===== config.mk =====
export PLATFORM = sky130hd
export DESIGN_NAME = ppmc_top
export DESIGN_NICKNAME = d
export VERILOG_FILES = /design/src/rtl/ppmc_pkg.sv /design/src/rtl/ppmc_sync.sv /design/src/rtl/ppmc_top.sv
export VERILOG_INCLUDE_DIRS = /design/src /design/src/rtl
export SDC_FILE = /design/constraint.sdc
export NUM_CORES = 1
export LEC_CHECK = 0
export ABC_AREA = 1
export BUFFER_PORTS_ARGS = -buffer_cell sky130_fd_sc_hd__buf_2
export CAP_MARGIN = 20
export CORE_MARGIN = 3
export CORE_UTILIZATION = 54
export DETAILED_ROUTE_END_ITERATION = 8
export PLACE_DENSITY = 0.9
export SLEW_MARGIN = 20
export SYNTH_ARGS = -nofsm -noshare
export SYNTH_HDL_FRONTEND = slang
export SYNTH_HIERARCHICAL = 1
export SYNTH_SLANG_ARGS = --single-unit

===== constraint.sdc =====
create_clock -name sys_clk_i -period 2.6 [get_ports sys_clk_i]
set_input_delay 0.26 -clock sys_clk_i [delete_from_list [all_inputs] [get_ports sys_clk_i]]
set_output_delay 0.26 -clock sys_clk_i [all_outputs]
set_load 0.01 [all_outputs]

===== src/rtl/ppmc_defs.svh =====
`ifndef PPMC_DEFS_SVH
`define PPMC_DEFS_SVH

// Register offsets
`define PPMC_CTRL_ADDR 8'h00
`define PPMC_STAT_ADDR 8'h04
`define PPMC_EXT2_ADDR 8'h08
`define PPMC_ABIL_ADDR 8'h0C
`define PPMC_LATCH_ADDR 8'h10

// Control register fields
`define PPMC_CTRL_SWRST 15
`define PPMC_CTRL_SPEED 13
`define PPMC_CTRL_NEGEN 12
`define PPMC_CTRL_PDOWN 11
`define PPMC_CTRL_FDX 8

// Extended control fields
`define PPMC_EXT2_GATE100 0
`define PPMC_EXT2_GATE10 1

// Ability bits, highest performance first
`define PPMC_AB_100FD 3
`define PPMC_AB_100HD 2
`define PPMC_AB_10FD 1
`define PPMC_AB_10HD 0

// Reset values
`define PPMC_SPEED_DEF 1'b1
`define PPMC_NEGEN_DEF 1'b1
`define PPMC_PDOWN_DEF 1'b0
`define PPMC_FDX_DEF 1'b0
`define PPMC_GATE_DEF 1'b0
`define PPMC_ABIL_DEF 4'hF
`define PPMC_LL_DEF 1'b0
`define PPMC_LH_DEF 1'b0
`define PPMC_LMX_DEF 4'h0

// Software reset lasts four 50 MHz reference clocks
`define PPMC_CLK_NS 20
`define PPMC_SWRST_NS 80
`define PPMC_SWRST_CYC ((`PPMC_SWRST_NS + `PPMC_CLK_NS - 1) / `PPMC_CLK_NS)

`endif


===== src/rtl/ppmc_pkg.sv =====
package ppmc_pkg;

   typedef enum logic [1:0] {
      PPMC_RUN,
      PPMC_PDOWN,
      PPMC_SWRST
   } ppmc_state_t;

endpackage : ppmc_pkg


===== src/rtl/ppmc_sync.sv =====
`timescale 1ns/1ps
module ppmc_sync #(
   parameter int W = 1
) (
   input wire logic sys_clk_i,
   input wire logic reset_i,
   input wire logic ce_i,
   input wire logic [W-1:0] async_i,
   output logic [W-1:0] sync_o
);

   logic [W-1:0] meta_reg;

   // First stage is read only by the second
   always_ff @(posedge sys_clk_i or posedge reset_i)
   begin
      if (reset_i)
      begin
         meta_reg <= '0;
         sync_o <= '0;
      end
      else if (ce_i)
      begin
         meta_reg <= async_i;
         sync_o <= meta_reg;
      end
   end

endmodule : ppmc_sync


===== src/rtl/ppmc_top.sv =====
// The address-and-strobe port and the register offsets were left to the implementer.
`timescale 1ns/1ps
`include "ppmc_defs.svh"
module ppmc_top
   import ppmc_pkg::*;
(
   input wire logic sys_clk_i,
   input wire logic reset_i,
   input wire logic ce_i,
   input wire logic hw_reset_low_pin_i,
   input wire logic [7:0] addr_i,
   input wire logic [31:0] wdata_i,
   input wire logic wr_i,
   input wire logic rd_i,
   output logic [31:0] rdata_o,
   input wire logic tx_en_pin_i,
   input wire logic rx_act_pin_i,
   input wire logic link_up_i,
   input wire logic fault_i,
   input wire logic [3:0] level_i,
   input wire logic [3:0] lp_ability_i,
   input wire logic lp_valid_i,
   input wire logic tx_sym_i,
   output logic crs_o,
   output logic col_o,
   output logic loopback_10_o,
   output logic sqe_test_en_o,
   output logic line_tx_plus_o,
   output logic line_tx_plus_oe_n_o,
   output logic line_tx_minus_o,
   output logic line_tx_minus_oe_n_o,
   output logic en_100_mod_o,
   output logic en_10_mod_o,
   output logic coder_100_en_o,
   output logic neg_enable_o,
   output logic [3:0] adv_ability_o,
   output logic speed_100_o,
   output logic full_duplex_o,
   output logic powered_down_o
);

   logic [2:0] sync_vec;
   logic hw_pin_sync;
   logic tx_act;
   logic rx_act;

   ppmc_sync #(
      .W(3)
   ) u_sync (
      .sys_clk_i(sys_clk_i),
      .reset_i(reset_i),
      .ce_i(ce_i),
      .async_i({hw_reset_low_pin_i, tx_en_pin_i, rx_act_pin_i}),
      .sync_o(sync_vec)
   );

   assign hw_pin_sync = sync_vec[2];
   assign tx_act = sync_vec[1];
   assign rx_act = sync_vec[0];

   ppmc_state_t state_reg;
   ppmc_state_t state_next;
   logic [2:0] swrst_cnt_reg;
   logic speed_bit_reg;
   logic negen_bit_reg;
   logic pdown_bit_reg;
   logic fdx_bit_reg;
   logic gate100_reg;
   logic gate10_reg;
   logic [3:0] abil_reg;
   logic ll_link_reg;
   logic lh_fault_reg;
   logic [3:0] lmx_level_reg;
   logic speed_reg;
   logic fdx_reg;
   logic neg_done_reg;

   logic hw_rst;
   logic load_defaults;
   logic wr_ctrl;
   logic swrst_req;
   logic pd_now;
   logic pd_bit_entry;
   logic rd_latch;
   logic [3:0] common;

   // Hardware reset holds the registers at defaults and forces power-down
   assign hw_rst = !hw_pin_sync;
   assign load_defaults = hw_rst || (state_reg == PPMC_SWRST);
   assign wr_ctrl = wr_i && (addr_i == `PPMC_CTRL_ADDR) && !load_defaults;
   assign swrst_req = wr_ctrl && wdata_i[`PPMC_CTRL_SWRST];
   assign rd_latch = rd_i && (addr_i == `PPMC_LATCH_ADDR);
   assign pd_bit_entry = (state_reg == PPMC_RUN) && (state_next == PPMC_PDOWN) && !hw_rst;

   always_comb
   begin
      state_next = state_reg;
      case (state_reg)
         PPMC_RUN:
         begin
            if (hw_rst || pdown_bit_reg)
               state_next = PPMC_PDOWN;
            else if (swrst_req)
               state_next = PPMC_SWRST;
         end
         PPMC_PDOWN:
         begin
            if (!hw_rst && !pdown_bit_reg)
               state_next = PPMC_RUN;
            else if (swrst_req && !hw_rst)
               state_next = PPMC_SWRST;
         end
         PPMC_SWRST:
         begin
            // Defaults clear the power-down bit, so exit is to run
            if (hw_rst)
               state_next = PPMC_PDOWN;
            else if (swrst_cnt_reg == 3'((`PPMC_SWRST_CYC) - 1))
               state_next = PPMC_RUN;
         end
         default:
            state_next = PPMC_PDOWN;
      endcase
   end

   always_ff @(posedge sys_clk_i or posedge reset_i)
   begin
      if (reset_i)
         state_reg <= PPMC_PDOWN;
      else if (ce_i)
         state_reg <= state_next;
   end

   always_ff @(posedge sys_clk_i or posedge reset_i)
   begin
      if (reset_i)
         swrst_cnt_reg <= 3'h0;
      else if (ce_i)
      begin
         if (state_reg == PPMC_SWRST)
            swrst_cnt_reg <= swrst_cnt_reg + 3'h1;
         else
            swrst_cnt_reg <= 3'h0;
      end
   end

   assign pd_now = (state_reg == PPMC_PDOWN);

   // Control and configuration registers
   always_ff @(posedge sys_clk_i or posedge reset_i)
   begin
      if (reset_i)
      begin
         speed_bit_reg <= `PPMC_SPEED_DEF;
         negen_bit_reg <= `PPMC_NEGEN_DEF;
         pdown_bit_reg <= `PPMC_PDOWN_DEF;
         fdx_bit_reg <= `PPMC_FDX_DEF;
         gate100_reg <= `PPMC_GATE_DEF;
         gate10_reg <= `PPMC_GATE_DEF;
         abil_reg <= `PPMC_ABIL_DEF;
      end
      else if (ce_i)
      begin
         if (load_defaults)
         begin
            speed_bit_reg <= `PPMC_SPEED_DEF;
            negen_bit_reg <= `PPMC_NEGEN_DEF;
            pdown_bit_reg <= `PPMC_PDOWN_DEF;
            fdx_bit_reg <= `PPMC_FDX_DEF;
            gate100_reg <= `PPMC_GATE_DEF;
            gate10_reg <= `PPMC_GATE_DEF;
            abil_reg <= `PPMC_ABIL_DEF;
         end
         else if (wr_i)
         begin
            // A software reset write discards the other control bits
            if (wr_ctrl && !swrst_req)
            begin
               speed_bit_reg <= wdata_i[`PPMC_CTRL_SPEED];
               negen_bit_reg <= wdata_i[`PPMC_CTRL_NEGEN];
               pdown_bit_reg <= wdata_i[`PPMC_CTRL_PDOWN];
               fdx_bit_reg <= wdata_i[`PPMC_CTRL_FDX];
            end
            if (addr_i == `PPMC_EXT2_ADDR)
            begin
               gate100_reg <= wdata_i[`PPMC_EXT2_GATE100];
               gate10_reg <= wdata_i[`PPMC_EXT2_GATE10];
            end
            if (addr_i == `PPMC_ABIL_ADDR)
               abil_reg <= wdata_i[3:0];
         end
      end
   end

   // Latching status; a new event wins over the clear by read
   always_ff @(posedge sys_clk_i or posedge reset_i)
   begin
      if (reset_i)
      begin
         ll_link_reg <= `PPMC_LL_DEF;
         lh_fault_reg <= `PPMC_LH_DEF;
         lmx_level_reg <= `PPMC_LMX_DEF;
      end
      else if (ce_i)
      begin
         if (load_defaults || pd_bit_entry || pd_now)
         begin
            ll_link_reg <= `PPMC_LL_DEF;
            lh_fault_reg <= `PPMC_LH_DEF;
            lmx_level_reg <= `PPMC_LMX_DEF;
         end
         else
         begin
            if (!link_up_i)
               ll_link_reg <= 1'b0;
            else if (rd_latch)
               ll_link_reg <= 1'b1;
            if (fault_i)
               lh_fault_reg <= 1'b1;
            else if (rd_latch)
               lh_fault_reg <= 1'b0;
            if (rd_latch)
               lmx_level_reg <= level_i;
            else if (level_i > lmx_level_reg)
               lmx_level_reg <= level_i;
         end
      end
   end

   // Highest common mode, ordered 100FD, 100HD, 10FD, 10HD
   assign common = abil_reg & lp_ability_i;

   always_ff @(posedge sys_clk_i or posedge reset_i)
   begin
      if (reset_i)
      begin
         speed_reg <= `PPMC_SPEED_DEF;
         fdx_reg <= `PPMC_FDX_DEF;
         neg_done_reg <= 1'b0;
      end
      else if (ce_i)
      begin
         if (load_defaults || pd_now || !negen_bit_reg)
         begin
            speed_reg <= speed_bit_reg;
            fdx_reg <= fdx_bit_reg;
            neg_done_reg <= 1'b0;
         end
         else if (lp_valid_i && (common != 4'h0))
         begin
            neg_done_reg <= 1'b1;
            speed_reg <= common[`PPMC_AB_100FD] || common[`PPMC_AB_100HD];
            fdx_reg <= common[`PPMC_AB_100FD] ||
               (!common[`PPMC_AB_100HD] && common[`PPMC_AB_10FD]);
         end
      end
   end

   // Every output registered; power-down forces the MAC side low
   always_ff @(posedge sys_clk_i or posedge reset_i)
   begin
      if (reset_i)
      begin
         crs_o <= 1'b0;
         col_o <= 1'b0;
         loopback_10_o <= 1'b0;
         sqe_test_en_o <= 1'b0;
      end
      else if (ce_i)
      begin
         if (pd_now || load_defaults)
         begin
            crs_o <= 1'b0;
            col_o <= 1'b0;
            loopback_10_o <= 1'b0;
            sqe_test_en_o <= 1'b0;
         end
         else if (fdx_reg)
         begin
            crs_o <= rx_act;
            col_o <= 1'b0;
            loopback_10_o <= 1'b0;
            sqe_test_en_o <= 1'b0;
         end
         else
         begin
            crs_o <= tx_act || rx_act;
            col_o <= tx_act && rx_act;
            loopback_10_o <= !speed_reg && tx_act;
            sqe_test_en_o <= !speed_reg;
         end
      end
   end

   // Line drivers released while powered down to save power
   always_ff @(posedge sys_clk_i or posedge reset_i)
   begin
      if (reset_i)
      begin
         line_tx_plus_o <= 1'b0;
         line_tx_minus_o <= 1'b0;
         line_tx_plus_oe_n_o <= 1'b1;
         line_tx_minus_oe_n_o <= 1'b1;
      end
      else if (ce_i)
      begin
         line_tx_plus_oe_n_o <= pd_now || load_defaults;
         line_tx_minus_oe_n_o <= pd_now || load_defaults;
         line_tx_plus_o <= tx_sym_i && !pd_now;
         line_tx_minus_o <= !tx_sym_i && !pd_now;
      end
   end

   // Module enables and mode outputs
   always_ff @(posedge sys_clk_i or posedge reset_i)
   begin
      if (reset_i)
      begin
         en_100_mod_o <= 1'b0;
         en_10_mod_o <= 1'b0;
         coder_100_en_o <= 1'b0;
         neg_enable_o <= 1'b0;
         adv_ability_o <= 4'h0;
         speed_100_o <= 1'b0;
         full_duplex_o <= 1'b0;
         powered_down_o <= 1'b1;
      end
      else if (ce_i)
      begin
         powered_down_o <= pd_now;
         en_100_mod_o <= !pd_now && !(gate100_reg && !speed_reg);
         en_10_mod_o <= !pd_now && !(gate10_reg && speed_reg);
         coder_100_en_o <= !pd_now && speed_reg;
         neg_enable_o <= !pd_now && negen_bit_reg;
         adv_ability_o <= (!pd_now && negen_bit_reg) ? abil_reg : 4'h0;
         speed_100_o <= !pd_now && speed_reg;
         full_duplex_o <= !pd_now && fdx_reg;
      end
   end

   // Management read port stays alive in power-down
   always_ff @(posedge sys_clk_i or posedge reset_i)
   begin
      if (reset_i)
         rdata_o <= 32'h0000_0000;
      else if (ce_i)
      begin
         rdata_o <= 32'h0000_0000;
         if (rd_i)
         begin
            case (addr_i)
               `PPMC_CTRL_ADDR:
               begin
                  rdata_o[`PPMC_CTRL_SWRST] <= (state_reg == PPMC_SWRST);
                  rdata_o[`PPMC_CTRL_SPEED] <= speed_bit_reg;
                  rdata_o[`PPMC_CTRL_NEGEN] <= negen_bit_reg;
                  rdata_o[`PPMC_CTRL_PDOWN] <= pdown_bit_reg;
                  rdata_o[`PPMC_CTRL_FDX] <= fdx_bit_reg;
               end
               `PPMC_STAT_ADDR:
                  rdata_o[3:0] <= {neg_done_reg, fdx_reg, speed_reg, pd_now};
               `PPMC_EXT2_ADDR:
                  rdata_o[1:0] <= {gate10_reg, gate100_reg};
               `PPMC_ABIL_ADDR:
                  rdata_o[3:0] <= abil_reg;
               `PPMC_LATCH_ADDR:
                  rdata_o[7:0] <= {lmx_level_reg, 2'h0, lh_fault_reg, ll_link_reg};
               default:
                  rdata_o <= 32'h0000_0000;
            endcase
         end
      end
   end

endmodule : ppmc_top


* Yosys cells after proc, flatten, opt, wreduce, memory -nomap -nowiden
Cells that the tools add are included.
Operators by class: bitwise logic cells 1, order comparisons 1, add/subtract/negate cells 1, reductions and logical operators 59, mux-type cells 60, eq/ne operators 9
Operator list (count):
- $mux W1 | 40
- $mux W4 | 8
- $logic_and A1 B1 Y1 | 22
- $eq A8 B4 Y1 const B | 2
- $mux W16 | 1
- $mux W2 | 6
- $logic_not A1 Y1 | 11
- $reduce_bool A2 Y1 | 5
- $logic_or A1 B1 Y1 | 9
- $reduce_and A3 Y1 | 3
- $eq A8 B3 Y1 const B | 1
- $eq A8 B5 Y1 const B | 1
- $logic_not A8 Y1 | 1
- $pmux W2 S4 | 1
- $reduce_and A2 Y1 | 4
- $mux W3 | 2
- $pmux W2 S3 | 1
- $reduce_bool A3 Y1 | 2
- $and A4 B4 Y4 | 1
- $eq A2 B1 Y1 const B | 2
- $gt A4 B4 Y1 | 1
- $pmux W2 S2 | 1
- $reduce_bool A4 Y1 | 1
- $add A3 B1 Y3 const B | 1
- other kinds (4) | 4
Word-level totals: output and inout bits 51, register bits after elaboration 79, input port bits 60

* Longest topological paths before layout
Gate-level depths: netlist of run 1.
depth after elaboration 16, mapped depth 10

* Cells and area by module
Netlist of run 1, hierarchy kept.
By module, submodules not included:
- ppmc_top | seq. area each 1363.8 µm², cells an instance 379, area each 3052.9 µm², instances 1
- ppmc_sync | seq. area each 150.1 µm², cells an instance 26, area each 225.2 µm², instances 1

* Worst setup path before layout of run 1
OpenSTA, ideal clock, no wires.
kind register to register, start point register state_reg[0], end point register abil_reg[0], arrival time 1265 ps, buffers on the path 1, data required time 2531 ps, clock period less this slack 1334 ps, setup slack 1266 ps, stages on the path, launching flop included 10, path through dfstp_2 inv_2 nand2_4 nand2_4 buf_6 o21ai_2 inv_2 nand2_8 nand2_2 o21ai_2
Between the ends: word-level cells in the longest chain between the ends 4, elaborated cells between the ends (all ways) 6, those cells by class eq/ne (1); mux (1); reduce/logical (4)
RTL lines:
- start, declared | line ppmc_top.sv:61 | ppmc_state_t state_reg;
- start signal, assigned | line ppmc_top.sv:131 | state_reg <= state_next;
- $eq A2 B2 Y1 (*) | line ppmc_top.sv:89 | assign load_defaults = hw_rst || (state_reg == PPMC_SWRST);
- $logic_or A1 B1 Y1 (*) | line ppmc_top.sv:89
- $reduce_bool A2 Y1 (no line)
- $reduce_and A3 Y1 (no line)
- end signal, assigned | line ppmc_top.sv:160 | abil_reg <= `PPMC_ABIL_DEF;
- end signal, assigned | line ppmc_top.sv:172 | abil_reg <= `PPMC_ABIL_DEF;
- end signal, assigned | line ppmc_top.sv:190 | abil_reg <= wdata_i[3:0];
- end, declared | line ppmc_top.sv:70 | logic [3:0] abil_reg;
Every way passes the cells marked *; elsewhere a longest branch is shown, timed or not. A chain may end at the register's enable or synchronous reset.

* Worst setup path after layout of run 1
start point register state_reg[0], end point register lmx_level_reg[2]
Between the ends: word-level cells in the longest chain between the ends 16, elaborated cells between the ends (all ways) 23, those cells by class eq/ne (3); mux (8); reduce/logical (12)
RTL lines:
- $eq A2 B2 Y1 | line ppmc_top.sv:89, ppmc_top.sv:98
- $logic_or A1 B1 Y1 | line ppmc_top.sv:89
- $logic_not A1 Y1 | line ppmc_top.sv:90 | assign wr_ctrl = wr_i && (addr_i == `PPMC_CTRL_ADDR) && !load_defaults;
- $logic_and A1 B1 Y1 | line ppmc_top.sv:90
- $logic_and A1 B1 Y1 | line ppmc_top.sv:91 | assign swrst_req = wr_ctrl && wdata_i[`PPMC_CTRL_SWRST];
- $logic_and A1 B1 Y1 | line ppmc_top.sv:110 | else if (swrst_req && !hw_rst)
- $mux W2 | line ppmc_top.sv:110
- $mux W2 | line ppmc_top.sv:108 | if (!hw_rst && !pdown_bit_reg)
- $pmux W2 S3 | line ppmc_top.sv:98 | case (state_reg)
- $eq A2 B1 Y1 | line ppmc_top.sv:93 | assign pd_bit_entry = (state_reg == PPMC_RUN) && (state_next == PPMC_PDOWN) && !hw_rst;
- $logic_and A1 B1 Y1 (2 in a row) | line ppmc_top.sv:93
- $logic_or A1 B1 Y1 | line ppmc_top.sv:206 | if (load_defaults || pd_bit_entry || pd_now)
- $logic_or A1 B1 Y1 (*) | line ppmc_top.sv:206
- $reduce_bool A3 Y1 (no line)
- $reduce_and A2 Y1 (no line)
- end signal, assigned | line ppmc_top.sv:202 | lmx_level_reg <= `PPMC_LMX_DEF;
- end signal, assigned | line ppmc_top.sv:210 | lmx_level_reg <= `PPMC_LMX_DEF;
- end signal, assigned | line ppmc_top.sv:223 | lmx_level_reg <= level_i;
- end, declared | line ppmc_top.sv:73 | logic [3:0] lmx_level_reg;
Marked as above.

==> results of run 1 <==
## synthesized netlist by cell type
cell / n
nand2_1: 125
dfrtp_1: 50
inv_1: 43
nor2_1: 36
buf_4: 21
o21ai_0: 19
nand3_1: 16
nand2_2: 11
dfstp_2: 10
o21ai_2: 10
inv_2: 8
a21oi_1: 7
ha_1: 6
o21ai_1: 6
nand2_4: 4
nand4_1: 4
nor2_4: 4
clkbuf_1: 3
nand3_2: 3
o22ai_1: 3
a21o_1: 2
a22o_1: 2
a32o_1: 2
buf_6: 2
nand2_8: 2
a21oi_2: 1
buf_1: 1
conb_1: 1
nand3_4: 1
o211ai_1: 1
o21bai_1: 1
## cell families (layout without fill, tap and decap cells)
group / Yosys count / in the layout / share of synthesized area (%)
AO/OA/AOI/OAI: 54 / 54 / 10.46
adder cells (fa/ha/maj): 6 / 6 / 2.290
buffers and inverters: 78 / 140 / 11.79
flip-flops: 60 / 60 / 46.18
other: 1 / 19 / 0.1144
AND/OR/NAND/NOR: 206 / 206 / 29.16
## metrics by stage
stage | hold slack [ns] | worst slack (ns) | power (W)
5_1_grt | 0.1177 | 0.8829 | 0.002687
6_report | 0.1244 | 0.9993 | 0.002553
3_5_place_dp | 0.2016 | 0.9864 | 0.001723
3_3_place_gp | 0.1886 | 1.065 | 0.001692
4_1_cts | 0.1033 | 0.9870 | 0.002570
2_1_floorplan | 0.05096 | 1.042 | 0.001564
## power by group through the flow
stage / sequential, W / combinational (W) / clock (W)
final: 0.00117 / 0.000545 / 0.000839
after floorplan: 0.00118 / 0.000381 / 0
after CTS: 0.00117 / 0.000547 / 0.000856
after detailed placement: 0.00118 / 0.000541 / 0
after global placement: 0.00118 / 0.000513 / 0
after global routing: 0.00119 / 0.000606 / 0.000894
## cell type report
cell class / count / area share [%]
sequential: 60 / 39.61
multi-input combinational: 285 / 37.81
timing repair buffer: 73 / 9.951
inverter: 51 / 5.008
clock buffer: 11 / 3.961
tap: 72 / 2.357
clock inverter: 5 / 1.309
## worst max-delay path, stage by stage (launching register included)
cell and delay (ns):
dfstp_2 0.58, inv_2 0.07, nand2_4 0.09, nand2_4 0.14, nor2_4 0.13, nand2_2 0.12
nand2_4 0.13, nand3_4 0.10, nand2_1 0.09, nand2_1 0.05
## routing by layer
layer	wire length [um]	vias up
met1	2963	1337
met5	0	-
li1	-	1384
met3	592	14
met4	108	0
met2	3728	98
## how the worst max path moves through the flow
stage	start	to	slack, ns	cells past startpoint
floorplan	reset_i	adv_ability_o[0]	1.04	1
global placement	ce_i	lmx_level_reg[3]	1.07	7
detailed placement	ce_i	lmx_level_reg[3]	0.99	7
CTS	state_reg[0]	lmx_level_reg[3]	0.99	9
global route	state_reg[0]	lmx_level_reg[2]	0.88	9
finish	state_reg[0]	lmx_level_reg[2]	1.0	9
## repair_timing
action / 4_1_cts / 5_1_grt
endpoints found under the setup margin: 0 / 0
hold buffers: 1 / 0
endpoints found under the hold margin: 23 / 0
setup buffers: 0 / 0
==> impl_results.md, run 1 <==
* Routability cong. at 0.8846
* Sink Count at 60
* Global-route wire length before repair at 12,700 um
* Via density at 5.086
* Worst Setup Start Kind: flip-flop
* Initial Util at 57.76%
* Site Rows at 27
* Final setup viols at 0
* Pwr/cell area at 667.8 nW/um2
* Outcome: finished, final reports clean
* Critical R2R Launch: state_reg[0]
* Number of global-route vias before repair at 2,789
* Biggest register: rdata_o
* Worst slew margin at 63.50%
* Largest register FFs at 13
* Final setup TNS at 0 ns
* # diodes at 0
* CP Max Fanout at 12
* Maximum clock frequency at 624.7 MHz
* Max-cap violation count at 0
* RSZ-0062 raised after global routing: no
* Commonest non-fill, non-tap cell in the layout: nand2_1
* Ys Warns at 6
* CP required at 2.83 ns
* DRT Wirelength at 7393 um
* Gr ovfl total at 0
* Most frequent cells in the layout: nand2_1 (125), buf_2 (68), dfrtp_1 (50)
* Max Transition Viols Final at 0
* I/O pin count at 111
* Worst Hold Class: in -> reg
* Switching pwr at 0.0007972 W
* Sw Ratio at 31.23%
* Layout cell share with drive strength beyond 1 at 29.48%
* Synthesized area at 3278 um2
* Largest net degree at the start of global routing at 28
* CP arrival at 1.83 ns
* Register area at 1514 um2
* Synth area leaders: dfrtp_1 (38%), nand2_1 (14%), dfstp_2 (8.0%), inv_1 (4.9%), buf_4 (4.8%)
* Worst slew pin tran at 0.5469 ns
* Multi-input logic area at 1445 um2
* GR met1 Demand/Resource at 27.55%
* R2R depth at 9
* Drt first pass iters at 4
* Reg2reg end: lmx_level_reg[2]
* Post-route cell area at 3822 um2
* Placed insts at 540
* Clk_lat worst skew at 0.34 ns
* Residual DRC at 0
* Die Area at 7042 um2
* Max clock buf depth at 2
* Initial antenna violation count at 0
* Cell variety after synth at 31
* Total Routing Usage GR at 22.51%
* Final worst path period need at 1.601 ns
* WHS Endpoint: u_sync/meta_reg[0]
* DR WL/cell at 13.27 um
* Sequential fraction of the synthesis area at 46.18%
* Worst clock skew at 0.004869 ns
* Hold Path Cell Cnt at 3
* TritonCTS buffer count at 9
* Final hold violations at 0
* Pleak at 2.152 nW
* H-tree Lvls at 3
* Die Span Y at 83.92 um
* Post-synth top area share at 38.17%
* Met3 Usage GRT at 7.404%
* IO buf count at 68
* VDD IR max at 444.0 uV
* CTS tree: yes
* Pint at 0.001756 W
* CTS resizes at 0
* R2R Setup Slk at 1.0 ns
* DR iter-0 viols at 160
* Synth area leader: dfrtp_1
* Fin util at 67.35%
* Seq pwr share at 45.8%
* Hold Startpoint: rx_act_pin_i
* Vias at 2,833
* Part of the power in the clock network at 32.9%
* Clock root cell: clkbuf_8
* Critical path class: reg -> reg
* CP Capture Type: flip-flop
* Mean Syn Cell Area at 8.094 um2
* Core area at 5675 um2
* Top Usage Layer GRT: met2
* Seq cells post-synth at 60
* P&R area growth vs syn at 16.60%
* HPWL after detailed placement at 5696 um
* Post-Synthesis Cells at 405
* Reg clk slew, reported paths at 0.06 ns
* Final std cells w/o fill at 557
* NumNets Final at 546
* Fill cell count at 453
* Met2 usage at 37.45%
* Placement Cell Area at 3611 um2
* Die W at 83.92 um
* Period utilization at 61.56%
* Comb power frac at 21.3%
* Antenna Nets Post-Route at 0
Note: power is estimated with default switching activity, not from simulation.
==> run 2: changes to the inputs <==
--- a/config.mk
+++ b/config.mk
@@ -10,9 +10,9 @@
 export BUFFER_PORTS_ARGS = -buffer_cell sky130_fd_sc_hd__buf_2
 export CAP_MARGIN = 20
 export CORE_MARGIN = 3
-export CORE_UTILIZATION = 54
+export CORE_UTILIZATION = 46
 export DETAILED_ROUTE_END_ITERATION = 8
-export PLACE_DENSITY = 0.9
+export PLACE_DENSITY = 0.82
 export SLEW_MARGIN = 20
 export SYNTH_ARGS = -nofsm -noshare
 export SYNTH_HDL_FRONTEND = slang
==> constraint.sdc (replaced) <==
create_clock -name sys_clk_i -period 1.37 [get_ports sys_clk_i]
set_input_delay 0.137 -clock sys_clk_i [delete_from_list [all_inputs] [get_ports sys_clk_i]]
set_output_delay 0.137 -clock sys_clk_i [all_outputs]
set_load 0.01 [all_outputs]
==> impl_results.md, run 2 (synthesis results as in run 1) <==
* Outcome: finished with violations
* Violated checks: setup timing
* Critical path class: reg -> reg
* Residual DRC at 0
* Reg clk slew, reported paths at 0.06 ns
* I/O pin count at 111
* Die Area at 8176 um2
* P&R area growth vs syn at 25.46%
* Drt first pass iters at 4
* Max Transition Viols Final at 0
* Worst Setup Start Kind: flip-flop
* Clk_lat worst skew at 0.34 ns
* VDD IR max at 557.3 uV
* CP required at 1.60 ns
* Final worst path period need at 1.435 ns
* Pleak at 2.265 nW
* Number of global-route vias before repair at 2,726
* Pwr/cell area at 1188 nW/um2
* Top delay family on crit path: simple AND/OR/NAND/NOR gates
* Fill cell count at 612
* Final std cells w/o fill at 604
* Max clock buf depth at 2
* CP Capture Type: flip-flop
* Gr ovfl total at 0
* Site Rows at 30
* Layout cell share with drive strength beyond 1 at 35.04%
* CP Max Fanout at 5
* Buf+Inv Stages, Crit Path at 2
* Commonest non-fill, non-tap cell in the layout: nand2_1
* HPWL after detailed placement at 5876 um
* Via density at 4.740
* Core area at 6869 um2
* Final hold violations at 0
* DR iter-0 viols at 158
* Slowest stage cell, crit path: dfrtp_1
* Vias at 2,863
* Most frequent cells in the layout: nand2_1 (119), buf_2 (68), dfrtp_1 (48)
* TritonCTS buffer count at 9
* Worst path max stage delay at 0.39 ns
* DR WL/cell at 12.87 um
* Met3 WL at 517 um
* Maximum clock frequency at 697.0 MHz
* Initial antenna violation count at 0
* Setup WS post-layout at -0.06482 ns
* Antenna Nets Post-Route at 0
* Largest register FFs at 13
* Placed insts at 581
* Routability cong. at 0.8405
* H-tree Lvls at 3
* Placement Cell Area at 3785 um2
* Biggest register: rdata_o
* Period utilization at 104.7%
* CP arrival at 1.67 ns
* M1 WL at 3314 um
* Met2 routed WL at 3811 um
* Total Routing Usage GR at 19.51%
* Largest net degree at the start of global routing at 27
* Post-route cell area at 4113 um2
* Worst Hold Class: in -> reg
* Worst path cell trace: inv_2, ha_4, inv_1, nor2_1, o21bai_1, nand2_1, nand2_2, nand3_4, nand2_1, nand2_1
* Die Span Y at 90.42 um
* NumNets Final at 569
* RSZ-0062 raised after global routing: yes
* # diodes at 0
* Final setup viols at 10
* Sink Count at 60
* IO buf count at 68
* Initial Util at 47.72%
* Crit-path most repeated cell: nand2_1
* Max-cap violation count at 0
* Dpl ws at -0.09192 ns
* CTS tree: yes
* Die W at 90.42 um
* Clock root cell: clkbuf_8
* DRT Wirelength at 7773 um
* Global-route wire length before repair at 12,630 um
* Top routing layer used: met4
* Worst clock skew at 0.008958 ns
run 2: metrics by stage:
step	TNS [ns]	total power (W)	util [%]	hold WS, ns
2_1_floorplan	0	0.002968	-	-0.07204
3_3_place_gp	-0.2071	0.003305	55.10	0.08327
3_5_place_dp	-0.4193	0.003353	55.10	0.08713
4_1_cts	-0.3002	0.004841	58.71	0.005966
5_1_grt	-2.137	0.005152	59.87	0.001671
6_report	-0.3613	0.004887	59.87	0.01060
run 2: layout make-up:
| class | count | area [um2] | share of cell area (%) |
|---|---|---|---|
| timing repair buffer | 96 | 578.1 | 14.06 |
| tap | 96 | 120.1 | 2.921 |
| sequential | 60 | 1516 | 36.87 |
| multi-input combinational | 285 | 1521 | 36.99 |
| clock buffer | 15 | 176.4 | 4.290 |
| inverter | 51 | 195.2 | 4.746 |
| clock inverter | 1 | 5.005 | 0.1217 |
run 2: path summary, 6_finish.rpt:
check                              startpoint                to  slack, ns  cells past startpoint
hold / removal                       tx_sym_i   line_tx_minus_o       0.01                      2
setup reg to reg             lmx_level_reg[1]  lmx_level_reg[0]      -0.06                     10
min in group asynchronous             reset_i  u_sync/sync_o[2]       0.28                      3
max in group asynchronous             reset_i         speed_reg       0.48                      4
setup / recovery             lmx_level_reg[1]  lmx_level_reg[0]      -0.06                     10
hold reg to reg            u_sync/meta_reg[2]  u_sync/sync_o[2]       0.48                      2
run 2: where the power goes:
part,switching [W],internal [W]
sequential,0.000171,0.00204
combinational,0.000723,0.000480
clock,0.000673,0.000805
run 2: repair_timing:
action	CTS	global route
cloned	0	0
resized for setup	7	14
endpoints found under the setup margin	15	32
setup buffers	1	3
hold buffers	3	0
endpoints found under the hold margin	21	0
pin swaps	2	6
run 2: worst register-to-register path, delay by kind of cell, from the launching register on:
kind            cells  cell delay (ns)
compound gates      1             0.13
fa+ha+maj           1             0.20
buf+inv             2             0.14
flops               1             0.39
simple gates        6             0.45
run 2: per-layer routing:
layer | GRT usage [%] | vias up
met1 | 24.41 | 1322
met3 | 5.167 | 13
met4 | 8.036 | 0
met5 | 0 | -
li1 | - | 1429
met2 | 32.05 | 99
==> run 3: changes to the inputs <==
--- a/config.mk
+++ b/config.mk
@@ -10,9 +10,9 @@
 export BUFFER_PORTS_ARGS = -buffer_cell sky130_fd_sc_hd__buf_2
 export CAP_MARGIN = 20
 export CORE_MARGIN = 3
-export CORE_UTILIZATION = 46
+export CORE_UTILIZATION = 40
 export DETAILED_ROUTE_END_ITERATION = 8
-export PLACE_DENSITY = 0.82
+export PLACE_DENSITY = 0.73
 export SLEW_MARGIN = 20
 export SYNTH_ARGS = -nofsm -noshare
 export SYNTH_HDL_FRONTEND = slang
==> constraint.sdc (replaced) <==
create_clock -name sys_clk_i -period 1.3 [get_ports sys_clk_i]
set_input_delay 0.13 -clock sys_clk_i [delete_from_list [all_inputs] [get_ports sys_clk_i]]
set_output_delay 0.13 -clock sys_clk_i [all_outputs]
set_load 0.01 [all_outputs]
==> impl_results.md, run 3 (synthesis results as in run 1) <==
* Antenna Nets Post-Route at 0
* Site Rows at 32
* Via density at 4.667
* Reg clk slew, reported paths at 0.07 ns
* P&R area growth vs syn at 34.58%
* Global-route wire length before repair at 12,790 um
* R2R depth at 9
* Post-route cell area at 4412 um2
* Multi-input logic area at 1602 um2
* Period utilization at 108.9%
* Critical path class: reg -> reg
* Met3 Usage GRT at 4.802%
* HPWL after detailed placement at 5941 um
* VDD IR max at 620.7 uV
* I/O pin count at 111
* Drt first pass iters at 5
* Final hold violations at 0
* Max clock buf depth at 2
* Max-cap violation count at 0
* # diodes at 0
* CP Max Fanout at 8
* Die W at 96.53 um
* Worst Setup Start Kind: flip-flop
* RSZ-0062 raised after global routing: yes
* Clk_lat worst skew at 0.35 ns
* Core area at 7848 um2
* Total Routing Usage GR at 18.00%
* Commonest non-fill, non-tap cell in the layout: nand2_1
* H-tree Lvls at 3
* Final total power at 0.005891 W
* Clock root cell: clkbuf_8
* TritonCTS buffer count at 9
* CP Capture Type: flip-flop
* Setup WS post-layout at -0.1152 ns
* Number of global-route vias before repair at 2,840
* Fill cell count at 722
* Initial Util at 41.77%
* Residual DRC at 0
* Final setup viols at 20
* Top Usage Layer GRT: met2
* DRT Wirelength at 8013 um
* Pleak at 2.409 nW
* Critical R2R Launch: state_reg[0]
* Gr ovfl total at 0
* Met2 usage at 29.94%
* Pwr/cell area at 1335 nW/um2
* Routability cong. at 0.8296
* GR met1 Demand/Resource at 22.80%
* IO buf count at 68
* Outcome: finished with violations
* DR WL/cell at 12.76 um
* WHS Endpoint: fdx_bit_reg
* Layout cell share with drive strength beyond 1 at 38.78%
* Dpl ws at -0.1299 ns
* Violated checks: setup timing
* Die Area at 9318 um2
* Worst clock skew at 0.009357 ns
* Maximum clock frequency at 706.6 MHz
* Vias at 2,931
* Placement Cell Area at 3892 um2
* Reg2reg end: abil_reg[1]
* Final worst path period need at 1.415 ns
* Worst Hold Class: in -> reg
* CP required at 1.58 ns
* Largest register FFs at 13
* NumNets Final at 587
* DR iter-0 viols at 84
* CP arrival at 1.69 ns
* Sink Count at 60
* Most frequent cells in the layout: nand2_1 (118), buf_2 (68), dfrtp_1 (47)
* Hold Startpoint: wdata_i[8]
* CTS tree: yes
* Die Span Y at 96.53 um
* Largest net degree at the start of global routing at 29
* Register area at 1518 um2
* Max Transition Viols Final at 0
* Biggest register: rdata_o
* Hold Path Cell Cnt at 3
* R2R Setup Slk at -0.12 ns
* Initial antenna violation count at 0
[run 3: changes by cell type in the layout (fill, tap and decap cells not counted), moves of 2 or more]
cell	previous run	this run
buf_4	22	36
bufinv_16	0	3
buf_6	2	5
nand2_2	16	11
nor2_2	0	3
dlygate4sd3_1	3	5
o21ai_0	19	17
nand2_4	4	8
nor2_1	36	32
nand2_8	3	5
clkbuf_1	3	1
[run 3: routing by layer]
layer / up-vias / share of wire (%)
met3: 11 / 6.3
met5: - / 0
met2: 87 / 49
met4: 0 / 1.4
met1: 1362 / 43
li1: 1471 / -
[run 3: worst max-delay path by stage]
stage	start	endpoint	slack (ns)	depth (start not counted)
floorplan	state_reg[0]	abil_reg[0]	-0.03	9
global placement	lmx_level_reg[3]	lmx_level_reg[3]	-0.08	9
detailed placement	lmx_level_reg[3]	lmx_level_reg[3]	-0.13	9
CTS	lmx_level_reg[2]	lmx_level_reg[0]	-0.10	9
global route	state_reg[0]	lmx_level_reg[0]	-0.19	9
finish	state_reg[0]	abil_reg[1]	-0.12	9
[run 3: repair_timing]
action	in CTS	in global routing
hold buffers	5	0
gates cloned	0	0
buffers inserted	4	2
endpoints found under the setup margin	26	33
pin swaps	5	7
hold endpoints to repair	54	0
resized for setup	18	25
[run 3: through the flow]
| step | TNS [ns] | util, % | hold slack, ns | std cells |
|---|---|---|---|---|
| 6_report | -1.575 | 56.22 | 0.04435 | 628 |
| 5_1_grt | -3.557 | 56.22 | 0.05297 | 628 |
| 4_1_cts | -0.9203 | 54.74 | 0.03646 | 626 |
| 3_5_place_dp | -1.437 | 49.60 | 0.08982 | 601 |
| 3_3_place_gp | -0.7917 | 49.60 | 0.08332 | 601 |
| 2_1_floorplan | -0.3178 | - | -0.07904 | 423 |
[run 3: final cells by class]
| cell class | count | share of cell area [%] |
|---|---|---|
| clock buffers | 12 | 3.517 |
| multi-input cells | 285 | 36.30 |
| inverters | 51 | 4.481 |
| flip-flops and latches | 60 | 34.40 |
| repair buffers | 114 | 16.25 |
| clock inverters | 4 | 2.155 |
| well taps | 102 | 2.893 |
[run 3: power by group]
part | leakage, nW | total [W] | switching (W) | internal, W
clock | 0.127 | 0.00211 | 0.000734 | 0.00138
combinational | 1.51 | 0.00147 | 0.000845 | 0.000626
sequential | 0.770 | 0.00231 | 0.000166 | 0.00214
[run 3: critical path, stage by stage, from the launching register on]
cell and delay (ns):
dfstp_2 0.54, inv_2 0.06, nand2_4 0.10, nand2_8 0.08, buf_4 0.15, o21ai_2 0.12
inv_2 0.09, nand2_8 0.11, nand2_2 0.06, o21ai_2 0.05
